`src/core/agc_pkg.sv`:
```
/*
 package for the address generation and canonical check block: mode codes,
 segment codes, address sizes and widths. assumes no other package.
*/
package agc_pkg;
	// ----------------------------------------------------------------
	// widths
	// ----------------------------------------------------------------
	localparam int ADDR_W     = 64;
	localparam int IMPL_BITS  = 48;
	localparam int DISP_W     = 32;
	localparam int SEL_W      = 16;
	localparam int PHYS_W     = 64;
	localparam logic [63:0] MAX16 = 64'h0000_0000_0000_FFFF;
	localparam logic [63:0] MAX32 = 64'h0000_0000_FFFF_FFFF;
	localparam logic [63:0] MAX20 = 64'h0000_0000_000F_FFFF;

	// ----------------------------------------------------------------
	// operating modes
	// ----------------------------------------------------------------
	typedef enum logic [4:0] {
		AGC_MODE_REAL   = 5'h01,
		AGC_MODE_PROT   = 5'h02,
		AGC_MODE_COMPAT = 5'h04,
		AGC_MODE_LONG   = 5'h08,
		AGC_MODE_SMM    = 5'h10
	} agc_mode_t;

	// ----------------------------------------------------------------
	// address sizes and segments
	// ----------------------------------------------------------------
	typedef enum logic [1:0] {
		AGC_AS_16 = 2'h0,
		AGC_AS_32 = 2'h1,
		AGC_AS_64 = 2'h2
	} agc_asize_t;

	typedef enum logic [2:0] {
		AGC_SEG_ES  = 3'h0,
		AGC_SEG_CS  = 3'h1,
		AGC_SEG_SS  = 3'h2,
		AGC_SEG_DS  = 3'h3,
		AGC_SEG_AUX1 = 3'h4,
		AGC_SEG_AUX2 = 3'h5
	} agc_seg_t;
endpackage

```
`src/core/agc_core.sv`:
```
/*
 address generation with size truncation, segment base add, instruction
 pointer widening and canonical check. assumes decode supplies operands,
 mode and per-instruction prefixes together with a one-cycle req pulse,
 and that a paging unit consumes the linear address when paging is on.
*/
`timescale 1ns/100ps

// Operation
// - long mode default: 64-bit effective address
// - long mode: code/data/extra/stack bases zero
// - aux segment: truncate first, add full base
// - instruction pointer held 64 bits wide
// - displacements 32-bit sign-extended; move-form 64-bit
// - truncate to address size, zero-extend
// - canonical: bits 63..top implemented bit equal
// - non-canonical reference raises general-protection fault
// - stack references raise stack fault instead
// - stack base with aux override: general fault
// - long mode ignores legacy segment overrides
// - protected mode caps at 16/32-bit maximum
// - logical address: selector plus sized offset
// - default sizes from code descriptor, prefix overrides
// - real mode 16-bit default, 20-bit limit
// - paging off: linear drives physical unchanged
// - long mode maps through extended paging
// - management mode uses separate memory space
// - compatibility mode segments like protected mode
module agc_core #(
	parameter int IMPL_BITS = agc_pkg::IMPL_BITS
) (
	input  wire logic                  ref_clk,
	input  wire logic                  rst,
	input  wire logic                  req,
	input  agc_pkg::agc_mode_t         mode,
	input  wire logic                  cs_default_32,
	input  wire logic                  addr_size_ovr,
	input  wire logic                  seg_ovr_valid,
	input  agc_pkg::agc_seg_t          seg_ovr,
	input  wire logic                  use_base,
	input  wire logic [63:0]           base_val,
	input  wire logic                  base_is_stack,
	input  wire logic                  use_index,
	input  wire logic [63:0]           index_val,
	input  wire logic [1:0]            scale_log2,
	input  wire logic [63:0]           disp_val,
	input  wire logic                  disp_is_moffs64,
	input  wire logic                  implied_stack,
	input  wire logic [15:0]           selector,
	input  wire logic [63:0]           seg_base_aux1,
	input  wire logic [63:0]           seg_base_aux2,
	input  wire logic [63:0]           seg_base_legacy,
	input  wire logic                  paging_en,
	input  wire logic                  system_mgmt_mode,
	input  wire logic                  ip_load,
	input  wire logic [63:0]           ip_load_val,
	input  wire logic                  ip_advance,
	input  wire logic [3:0]            ip_len,
	output logic                       valid,
	output logic [63:0]                eff_addr,
	output logic [63:0]                lin_addr,
	output logic [63:0]                phys_addr,
	output logic                       to_paging,
	output logic                       system_mgmt_memory,
	output logic [15:0]                logical_sel,
	output logic [31:0]                logical_off,
	output logic                       general_protection_fault,
	output logic                       stack_canonical_fault,
	output logic [63:0]                instr_pointer_64,
	output logic [31:0]                instr_pointer_32,
	output logic [15:0]                instr_pointer_16
);
	// ----------------------------------------------------------------
	// mode decode and effective address size
	// ----------------------------------------------------------------
	wire logic is_long   = (mode == agc_pkg::AGC_MODE_LONG);
	wire logic is_real   = (mode == agc_pkg::AGC_MODE_REAL) | system_mgmt_mode;
	wire logic is_compat = (mode == agc_pkg::AGC_MODE_COMPAT);
	wire logic def_32    = is_compat ? cs_default_32 : (cs_default_32 & ~is_real);

	agc_pkg::agc_asize_t asize;
	assign asize = is_long ? (addr_size_ovr ? agc_pkg::AGC_AS_32 : agc_pkg::AGC_AS_64)
		: ((def_32 ^ addr_size_ovr) ? agc_pkg::AGC_AS_32 : agc_pkg::AGC_AS_16);

	// ----------------------------------------------------------------
	// effective address sum
	// ----------------------------------------------------------------
	// long mode sign-extends the 32-bit field; the move form carries all 64 bits
	wire logic [63:0] disp_ext = (is_long & disp_is_moffs64) ? disp_val
		: {{32{disp_val[31]}}, disp_val[31:0]};
	wire logic [63:0] base_term  = use_base ? base_val : 64'h0;
	wire logic [63:0] index_term = use_index ? (index_val << scale_log2) : 64'h0;
	wire logic [63:0] ea_sum     = base_term + index_term + disp_ext;

	// truncate to the current size, then zero-extend
	wire logic [63:0] ea_trunc = (asize == agc_pkg::AGC_AS_64) ? ea_sum
		: (asize == agc_pkg::AGC_AS_32) ? (ea_sum & agc_pkg::MAX32)
		: (ea_sum & agc_pkg::MAX16);

	// ----------------------------------------------------------------
	// segment selection
	// ----------------------------------------------------------------
	// only the two aux overrides survive in long mode
	wire logic aux_ovr = seg_ovr_valid & ((seg_ovr == agc_pkg::AGC_SEG_AUX1)
		| (seg_ovr == agc_pkg::AGC_SEG_AUX2));
	wire logic eff_ovr = is_long ? aux_ovr : seg_ovr_valid;
	wire logic [63:0] aux_base = (seg_ovr == agc_pkg::AGC_SEG_AUX1) ? seg_base_aux1
		: seg_base_aux2;
	wire logic [63:0] ovr_base = aux_ovr ? aux_base : seg_base_legacy;

	// long mode: legacy bases read as zero, aux base is never truncated
	wire logic [63:0] seg_add = is_long ? (aux_ovr ? aux_base : 64'h0)
		: (eff_ovr ? ovr_base : seg_base_legacy);

	wire logic [63:0] lin_raw = ea_trunc + seg_add;
	// legacy modes wrap at 32 bits; real mode stays in the 20-bit space
	wire logic [63:0] lin_next = is_long ? lin_raw
		: is_real ? (lin_raw & agc_pkg::MAX20)
		: (lin_raw & agc_pkg::MAX32);

	// ----------------------------------------------------------------
	// canonical check and fault routing
	// ----------------------------------------------------------------
	wire logic [64-IMPL_BITS:0] top_bits = lin_next[63:IMPL_BITS-1];
	wire logic canonical = (&top_bits) | ~(|top_bits);
	wire logic stack_ref = (implied_stack | (use_base & base_is_stack)) & ~eff_ovr;
	wire logic bad = is_long & ~canonical;
	wire logic next_gp = bad & ~stack_ref;
	wire logic next_sf = bad & stack_ref;

	// ----------------------------------------------------------------
	// result registers
	// ----------------------------------------------------------------
	always_ff @(posedge ref_clk or posedge rst) begin
		if (rst) begin
			valid                    <= 1'b0;
			eff_addr                 <= 64'h0;
			lin_addr                 <= 64'h0;
			phys_addr                <= 64'h0;
			to_paging                <= 1'b0;
			system_mgmt_memory       <= 1'b0;
			logical_sel              <= 16'h0;
			logical_off              <= 32'h0;
			general_protection_fault <= 1'b0;
			stack_canonical_fault    <= 1'b0;
		end else begin
			valid                    <= req;
			general_protection_fault <= req & next_gp;
			stack_canonical_fault    <= req & next_sf;
			if (req) begin
				eff_addr           <= ea_trunc;
				lin_addr           <= lin_next;
				// long mode always goes through extended paging
				to_paging          <= paging_en | is_long;
				phys_addr          <= (paging_en | is_long) ? 64'h0 : lin_next;
				system_mgmt_memory <= system_mgmt_mode;
				logical_sel        <= selector;
				logical_off        <= (asize == agc_pkg::AGC_AS_16)
					? {16'h0, ea_trunc[15:0]} : ea_trunc[31:0];
			end
		end
	end

	// ----------------------------------------------------------------
	// instruction pointer
	// ----------------------------------------------------------------
	wire logic [63:0] ip_sum = instr_pointer_64 + {60'h0, ip_len};
	// outside long mode, 16-bit address size keeps the upper bits, 32-bit address size zero-extends
	wire logic [63:0] ip_next = is_long ? ip_sum
		: (asize == agc_pkg::AGC_AS_32) ? {32'h0, ip_sum[31:0]}
		: {instr_pointer_64[63:16], ip_sum[15:0]};

	always_ff @(posedge ref_clk or posedge rst) begin
		if (rst) begin
			instr_pointer_64 <= 64'h0;
		end else if (ip_load) begin
			instr_pointer_64 <= ip_load_val;
		end else if (ip_advance) begin
			instr_pointer_64 <= ip_next;
		end
	end

	assign instr_pointer_32 = instr_pointer_64[31:0];
	assign instr_pointer_16 = instr_pointer_64[15:0];
endmodule // agc_core

```
`config.mk`:
```
export PLATFORM = sky130hd
export DESIGN_NAME = agc_core
export DESIGN_NICKNAME = d
export VERILOG_FILES = /design/src/core/agc_pkg.sv /design/src/core/agc_core.sv
export SDC_FILE = /design/constraint.sdc
export NUM_CORES = 1
export LEC_CHECK = 0
export BUFFER_PORTS_ARGS = -buffer_cell sky130_fd_sc_hd__buf_2
export CAP_MARGIN = 20
export CORE_AREA = 2 2 329 331
export CTS_BUF_LIST = sky130_fd_sc_hd__clkbuf_4
export CTS_CLUSTER_DIAMETER = 30
export CTS_CLUSTER_SIZE = 12
export DETAILED_ROUTE_END_ITERATION = 6
export DIE_AREA = 0 0 331 333
export HOLD_SLACK_MARGIN = 0.08
export PLACE_DENSITY_LB_ADDON = 0.15
export SYNTH_ARGS = -nofsm -noshare
export SYNTH_HDL_FRONTEND = slang
export SYNTH_SLANG_ARGS = --single-unit
```
`constraint.sdc`:
```
create_clock -name ref_clk -period 10.2 [get_ports ref_clk]
set_clock_uncertainty 0.15 [all_clocks]
set_input_delay 0.51 -clock ref_clk [delete_from_list [all_inputs] [get_ports ref_clk]]
set_output_delay 0.51 -clock ref_clk [all_outputs]
set_load 0.03 [all_outputs]
```
==> reports/qor.yml, run 1 <==
num_vias: 26020
die-area_um2: 110200
r2r_end: "instr_pointer_64[62]"
outcome: "finished, final reports clean"
synth_edf_count: 0
place.gp.congestion: 0.8858
synth_fp_nets: 3730
cp_slowest_cell: "or4_1"
wirelength_mm: 120.4
core_area_um2: 106600
intPower_w: 0.003149
cts_buffers: 80
cts_sinks: 293
area.growth.synth_to_final_pct: 30.69
syn_inst: 3042
p_sw_share_pct: 46.62
ys.warnings.count: 0
htreeDepth: 3
pre_cts_slack_ps: 568.4
initial_core_util_pct: 24.24
fmax_mhz: 114.6
multi_input_area_um2: 16440
ys_ff_latch: 293
tightest_slew_ps: 1088
p_sw_w: 0.002750
nets: 4601
ant_nets: 0
post_route_cells_drive_above_1_share_pct: 30.18
ios: 850
seq_power_share_pct: 25.7
drtIter0Drc: 1321
endpoint_kind: "flip-flop"
reg2reg_depth: 20
grt_remaining_overflow: 0
drv_slew: 0
grt_max_degree: 143
clkLatencyLatePin_ps: 840
fp.dieH_um: 333
cp_common_cell: "a31oi_1"
rsz0062_at_grt: "false"
regToRegSetupSlack_ps: 4530
grt_usage_pct: 21.08
min_period_ps: 8727
cap_violations: 0
worstSetupPathType: "primary input to flip-flop"
layout_commonest_cell: "buf_2"
hold_violations: 0
path_clk_slew_ps: 90
setup_tns_ps: 0
wl_per_cell_um: 22.35
worstPathArrival_ps: 9300
timing.final.crit_share_pct: 85.56
final_cell_mix: "buf_2, nand2_1, dfrtp_1"
place_hpwl_mm: 99.01
synth_seq_area_share_pct: 28.38
power.density_nw_per_um2: 174.7
setup_ws_ps: 1473
relSlewSlack_pct: 27.28
ys.flop_type: "dfrtp_1"
clkPwrFrac_pct: 23.9
syn-cell-area_um2: 25840
avgSynthCellArea_um2: 8.494
seqCellArea_um2: 7332
p_comb_share_pct: 50.4
fill_cells: 11710
holdWs_ps: 181.0
port_buffers: 848
p_leak_nw: 16.44
rows: 120
grt_first_pass_wirelength_mm: 173.7
netlist-cell-type-count: 94
report.final.setup_viol: 0
vdd_drop_max_v: 0.0001086
clock-root-buffer: "clkbuf_4"
crit_fanout: 6
detail_route.vias_per_cell: 4.828
die_w_um: 331
max_stage_delay_ps: 540
drcViolationCount: 0
cts_tree: "yes"
crit_required_ps: 10780
antenna_found_initial: 18
cp-start-kind: "primary input"
hp-class: "primary input to asynchronous set/reset pin"
r2r-start: "instr_pointer_64[1]"
grt_pass1_vias: 26190
ys_async_sr_fraction_pct: 100.0
cts_max_path_buffers: 3
dr.pass1.iters: 5
==> worst max-delay path: cells and delay by family <==
family          cells  cell delay, ps
compound gates     15            4120
simple gates        8            1890
fa+ha+maj           4            1590
buf+inv             4             950
xor+xnor            1             230
==> cell families after synthesis <==
group / after synthesis / synth area share, %
flip-flops: 293 / 28.38
multiplexers: 175 / 9.709
buffers and inverters: 484 / 8.058
AO/OA/AOI/OAI: 870 / 20.83
AND/OR/NAND/NOR: 880 / 16.70
adder cells (fa/ha/maj): 195 / 11.36
XOR/XNOR: 145 / 4.968
==> final cells by class <==
cell class,instances,area share [%]
multi-input combinational,2265,48.70
antenna,9,0.06670
tap,1403,5.199
inverter,247,2.768
sequential,293,21.71
clock buffer,91,2.023
clock inverter,54,1.912
timing repair buffer,1026,17.62
==> cell usage after synthesis, drive strengths merged (44+ instances only) <==
cell	n	area [um2]
nand2	306	1149
dfrtp	293	7332
o21ai	285	1434
inv	247	927.1
a21oi	183	927.1
clkbuf	134	506.7
nor2	131	491.7
ha	129	1614
o22ai	113	706.9
nand3	110	550.5
buf	103	648.1
and2	87	544.3
mux2	75	844.6
xnor2	73	639.4
xor2	71	621.9
fa	66	1321
a21o	53	397.9
mux4	53	1194
mux2i	47	470.5
a31oi	44	275.3
==> state kept, by name (all words and copies together) (netlist names) <==
register,cells
eff_addr,64
to_paging,1
stack_canonical_fault,1
phys_addr,64
general_protection_fault,1
lin_addr,64
instr_pointer_64,64
logical_sel,16
system_mgmt_memory,1
valid,1
logical_off,16
==> worst max path at each step <==
stage,slack [ps],depth (start not counted),endpoint,from
floorplan,1100,34,stack_canonical_fault,scale_log2[0]
global placement,620,34,general_protection_fault,scale_log2[1]
detailed placement,570,33,stack_canonical_fault,scale_log2[0]
CTS,1530,32,stack_canonical_fault,disp_val[0]
global route,800,34,general_protection_fault,scale_log2[0]
finish,1470,32,stack_canonical_fault,disp_val[0]
==> power by group through the flow <==
| stage | registers [W] | clock network (W) | logic, W |
|---|---|---|---|
| 4_1_cts | 0.00152 | 0.00147 | 0.00299 |
| 3_5_place_dp | 0.00154 | 0 | 0.00293 |
| 5_1_grt | 0.00154 | 0.00153 | 0.00323 |
| 2_1_floorplan | 0.00191 | 0 | 0.00157 |
| 3_3_place_gp | 0.00153 | 0 | 0.00293 |
| 6_report | 0.00151 | 0.00141 | 0.00297 |
==> through the flow <==
stage | power (W) | cell area, um2 | utilization, % | cells
2_1_floorplan | 0.003478 | 25840 | - | 3042
3_3_place_gp | 0.004460 | 31040 | 29.12 | 5097
3_5_place_dp | 0.004471 | 31040 | 29.12 | 5097
4_1_cts | 0.005981 | 33740 | 31.65 | 5379
5_1_grt | 0.006303 | 33760 | 31.67 | 5384
6_report | 0.005899 | 33770 | 31.68 | 5388
==> repair_timing <==
item,4_1_cts,5_1_grt
setup buffers,0,0
gates resized for setup,0,0
hold buffers,137,0
endpoints found under the hold margin,230,0
==> metal layers <==
layer	up-vias	GRT usage, %	part of all wire (%)
met5	-	0	0.070
met4	14	5.185	2.1
met3	136	3.489	5.5
met2	800	35.45	47
met1	12480	27.94	45
li1	12580	-	-
Note: power is estimated with default switching activity, not from simulation.
==> run 2, diff against run 1 <==
--- a/config.mk
+++ b/config.mk
@@ -8,12 +8,11 @@
 export BUFFER_PORTS_ARGS = -buffer_cell sky130_fd_sc_hd__buf_2
 export CAP_MARGIN = 20
 export CORE_AREA = 2 2 329 331
-export CTS_BUF_LIST = sky130_fd_sc_hd__clkbuf_4
 export CTS_CLUSTER_DIAMETER = 30
 export CTS_CLUSTER_SIZE = 12
 export DETAILED_ROUTE_END_ITERATION = 6
 export DIE_AREA = 0 0 331 333
-export HOLD_SLACK_MARGIN = 0.08
+export HOLD_SLACK_MARGIN = 0.05
 export PLACE_DENSITY_LB_ADDON = 0.15
 export SYNTH_ARGS = -nofsm -noshare
 export SYNTH_HDL_FRONTEND = slang
==> reports/qor.yml, run 2 (synthesis gave the netlist of run 1 again) <==
p_comb_share_pct: 41.6
fill_cells: 11570
met2_usage_pct: 35.31
ant_nets: 0
path_clk_slew_ps: 50
grt_remaining_overflow: 0
rows: 120
drtIter0Drc: 1364
cts_setup_buffers: 0
antenna_found_initial: 15
max_stage_delay_ps: 540
outcome: "finished, final reports clean"
p_sw_w: 0.002919
hp-class: "primary input to flip-flop"
worstSetupPathType: "primary input to flip-flop"
r2r_end: "instr_pointer_64[62]"
grt_first_pass_wirelength_mm: 173.4
crit_fanout: 16
cp-start-kind: "primary input"
tightest_slew_ps: 1002
r2r-start: "instr_pointer_64[1]"
port_buffers: 848
fp.dieH_um: 333
cp_common_cell: "a31oi_1"
place_hpwl_mm: 99.01
p_leak_nw: 16.87
drcViolationCount: 0
detail_route.vias_per_cell: 4.846
hold_violations: 0
ios: 850
grt.busiest_layer: "met2"
relSlewSlack_pct: 32.46
power_w: 0.007090
power.density_nw_per_um2: 204.4
die-area_um2: 110200
layout_commonest_cell: "buf_2"
post_cts_resized: 0
worstPathArrival_ps: 9320
intPower_w: 0.004170
wl_per_cell_um: 22.62
cap_violations: 0
hold_end: "system_mgmt_memory"
place.gp.congestion: 0.8858
hp-start: "system_mgmt_mode"
die_w_um: 331
num_vias: 25810
clkLatencyLatePin_ps: 600
cts_tree: "yes"
initial_core_util_pct: 24.24
cts_max_path_buffers: 3
crit_required_ps: 10520
cp_slowest_cell: "or4_1"
final_cell_mix: "buf_2, nand2_1, dfrtp_1"
grt_max_degree: 143
clkPwrFrac_pct: 36.9
drv_slew: 0
post_route_cells_drive_above_1_share_pct: 30.69
seq_power_share_pct: 21.5
dr.pass1.iters: 7
p_sw_share_pct: 41.18
grt_pass1_vias: 25960
cts_sinks: 293
timing.final.crit_share_pct: 88.23
area.growth.synth_to_final_pct: 34.22
clock-root-buffer: "clkbuf_16"
grt_usage_pct: 21.04
nets: 4545
setup_tns_ps: 0
cts_buffers: 80
wirelength_mm: 120.5
min_period_ps: 8999
met1_usage_pct: 27.94
fmax_mhz: 111.1
report.final.setup_viol: 0
hold_depth: 2
vdd_drop_max_v: 0.0001141
grt_util_met3_pct: 3.394
rsz0062_at_grt: "false"
hold_buffers: 81
htreeDepth: 3
reg2reg_depth: 19
regToRegSetupSlack_ps: 5060
endpoint_kind: "flip-flop"
core_area_um2: 106600
==> run 2: through the flow <==
step                      cell area (um2)  hold slack, ps  cells  setup WS, ps  utilization, %
after floorplan                     25840           391.4   3042          1105               -
after detailed placement            31040           316.3   5097         568.4           29.12
after CTS                           34670           52.57   5323          1212           32.53
after global routing                34680           69.11   5324         461.6           32.53
after global placement              31040           308.5   5097         623.1           29.12
final                               34680           107.8   5326          1201           32.53
==> run 2: area by class of cell <==
class / instances / area, um2 / share of cell area (%)
multi-input combinational: 2265 / 16440 / 47.41
sequential: 293 / 7332 / 21.14
timing repair buffer: 970 / 5390 / 15.54
clock buffer: 104 / 2243 / 6.469
tap: 1403 / 1755 / 5.062
inverter: 247 / 934.6 / 2.695
clock inverter: 41 / 574.3 / 1.656
antenna: 3 / 7.507 / 0.02165
==> run 2: per-layer routing <==
metal / vias up / part of all wire, %
li1: 12460 / -
met1: 12400 / 45
met2: 805 / 47
met3: 138 / 5.6
met4: 10 / 2.2
met5: - / 0.044
==> run 2: power groups by stage <==
stage / combinational, W / sequential (W) / clock (W)
6_report: 0.00295 / 0.00152 / 0.00262
5_1_grt: 0.00321 / 0.00155 / 0.00275
4_1_cts: 0.00297 / 0.00152 / 0.00268
3_5_place_dp: 0.00293 / 0.00154 / 0
3_3_place_gp: 0.00293 / 0.00153 / 0
2_1_floorplan: 0.00157 / 0.00191 / 0
==> run 2: critical path: cells and delay by family <==
family / cells / cell delay [ps]
buffers and inverters: 3 / 540
xor gates and xnor gates: 1 / 230
muxes: 1 / 270
and+or+nand+nor: 9 / 1990
adders and majority gates: 4 / 1630
AOI/OAI and AO/OA: 15 / 4160
==> run 2: worst max path at each step <==
| stage | to | cells past startpoint | from |
|---|---|---|---|
| finish | stack_canonical_fault | 33 | scale_log2[0] |
| global route | general_protection_fault | 34 | scale_log2[0] |
| CTS | stack_canonical_fault | 33 | scale_log2[0] |
| detailed placement | stack_canonical_fault | 33 | scale_log2[0] |
| global placement | general_protection_fault | 34 | scale_log2[1] |
| floorplan | stack_canonical_fault | 34 | scale_log2[0] |
==> run 3, diff against run 2 <==
--- a/config.mk
+++ b/config.mk
@@ -5,7 +5,7 @@
 export SDC_FILE = /design/constraint.sdc
 export NUM_CORES = 1
 export LEC_CHECK = 0
-export BUFFER_PORTS_ARGS = -buffer_cell sky130_fd_sc_hd__buf_2
+export BUFFER_PORTS_ARGS = -buffer_cell sky130_fd_sc_hd__clkbuf_2
 export CAP_MARGIN = 20
 export CORE_AREA = 2 2 329 331
 export CTS_CLUSTER_DIAMETER = 30
==> reports/qor.yml, run 3 (synthesis gave the netlist of run 1 again) <==
outcome: "finished, final reports clean"
cts_sinks: 293
worstPathArrival_ps: 9360
p_comb_share_pct: 40.8
crit_required_ps: 10500
port_buffers: 848
fin_util_pct: 32.71
clock-root-buffer: "clkbuf_16"
place.gp.congestion: 0.8790
setup_tns_ps: 0
seq_power_share_pct: 21.2
post_route_cells_drive_above_1_share_pct: 30.82
wl_per_cell_um: 22.45
detail_route.vias_per_cell: 4.821
cp_slowest_cell: "a2111oi_0"
final_cell_mix: "clkbuf_2, nand2_1, dfrtp_1"
fmax_mhz: 110.4
hp-class: "primary input to flip-flop"
grt_pass1_vias: 25910
drcViolationCount: 0
rows: 120
ios: 850
placed_cells: 5097
wirelength_mm: 119.9
p_sw_share_pct: 41.00
endpoint_kind: "flip-flop"
cts_max_path_buffers: 3
r2r_end: "instr_pointer_64[62]"
clkPwrFrac_pct: 38.0
grt_first_pass_wirelength_mm: 171.9
hold_depth: 1
cts_buffers: 85
dr.pass1.iters: 7
layout_commonest_cell: "clkbuf_2"
num_vias: 25730
die-area_um2: 110200
fp.dieH_um: 333
power_w: 0.007220
drtIter0Drc: 1313
hp-start: "req"
antenna_found_initial: 13
intPower_w: 0.004260
path_clk_slew_ps: 50
place_hpwl_mm: 98.69
hold_violations: 0
final_cells: 5338
max_stage_delay_ps: 620
initial_core_util_pct: 24.24
rsz0062_at_grt: "false"
cts_tree: "yes"
area.growth.synth_to_final_pct: 34.93
r2r-start: "instr_pointer_64[1]"
regToRegSetupSlack_ps: 5130
tightest_slew_ps: 1133
cap_violations: 0
worstSetupPathType: "primary input to flip-flop"
report.final.setup_viol: 0
die_w_um: 331
relSlewSlack_pct: 23.68
core_area_um2: 106600
grt_usage_pct: 21.04
reg2reg_depth: 19
grt_max_degree: 112
htreeDepth: 3
vdd_drop_max_v: 0.0001289
post_cts_resized: 0
ant_nets: 0
clkLatencyLatePin_ps: 610
timing.final.crit_share_pct: 88.77
crit_fanout: 11
grt_remaining_overflow: 0
min_period_ps: 9055
p_leak_nw: 16.94
cp_common_cell: "a31oi_1"
power.density_nw_per_um2: 207.1
drv_slew: 0
p_sw_w: 0.002960
nets: 4551
hold_end: "valid"
holdWs_ps: 148.1
cp-start-kind: "primary input"
==> run 3: changes by cell type in the layout (fill, tap and decap cells not counted), sizes merged <==
cell	delta
clkbuf	+853
buf	-845
clkinv	-8
clkinvlp	+4
inv	+4
diode	+3
dlygate4sd3	+1
==> run 3: critical path, delay by kind of cell <==
family / cells / cell delay, ps
AO/OA/AOI/OAI: 15 / 3970
buffers and inverters: 4 / 760
AND/OR/NAND/NOR: 10 / 2300
XOR/XNOR: 1 / 210
adder cells (fa/ha/maj): 4 / 1570
==> run 3: final cells by class <==
cell class / count / area [um2]
Fill cell: 11540 / 71740
Multi-Input combinational cell: 2265 / 16440
Sequential cell: 293 / 7332
Timing Repair Buffer: 971 / 5413
Clock buffer: 112 / 2399
Tap cell: 1403 / 1755
Inverter: 247 / 934.6
Clock inverter: 41 / 573.1
Antenna cell: 6 / 15.01
==> run 3: how the worst max path moves through the flow <==
stage	slack (ps)	end	startpoint
after global routing	470	general_protection_fault	scale_log2[1]
after CTS	1120	general_protection_fault	scale_log2[1]
after detailed placement	470	general_protection_fault	scale_log2[1]
final	1150	general_protection_fault	scale_log2[1]
after floorplan	1100	stack_canonical_fault	scale_log2[0]
after global placement	620	stack_canonical_fault	scale_log2[1]
==> run 3: repair_timing <==
action,CTS,global route
endpoints found under the hold margin,189,0
hold buffers,82,0
setup buffers,0,0
==> run 3: routing by layer <==
layer / GRT usage [%] / vias up / share of wire (%) / wire, um
met1: 26.72 / 12180 / 43 / 52010
met2: 34.49 / 897 / 46 / 55260
met5: 0 / - / 0.044 / 53
met3: 5.314 / 174 / 7.3 / 8745
li1: - / 12480 / - / -
met4: 7.150 / 8 / 3.2 / 3781
==> run 3: metrics by stage <==
step                      instance area (um2)  setup WS (ps)
after floorplan                         25840           1105
after global placement                  31060          616.3
after detailed placement                31060          466.8
after CTS                               34850           1123
after global routing                    34860          465.1
final                                   34860           1145
==> run 3: power groups by stage <==
stage / logic [W] / registers (W) / clock network (W)
finish: 0.00294 / 0.00153 / 0.00274
global route: 0.00320 / 0.00156 / 0.00287
detailed placement: 0.00292 / 0.00155 / 0
global placement: 0.00293 / 0.00154 / 0
CTS: 0.00296 / 0.00153 / 0.00281
floorplan: 0.00157 / 0.00191 / 0
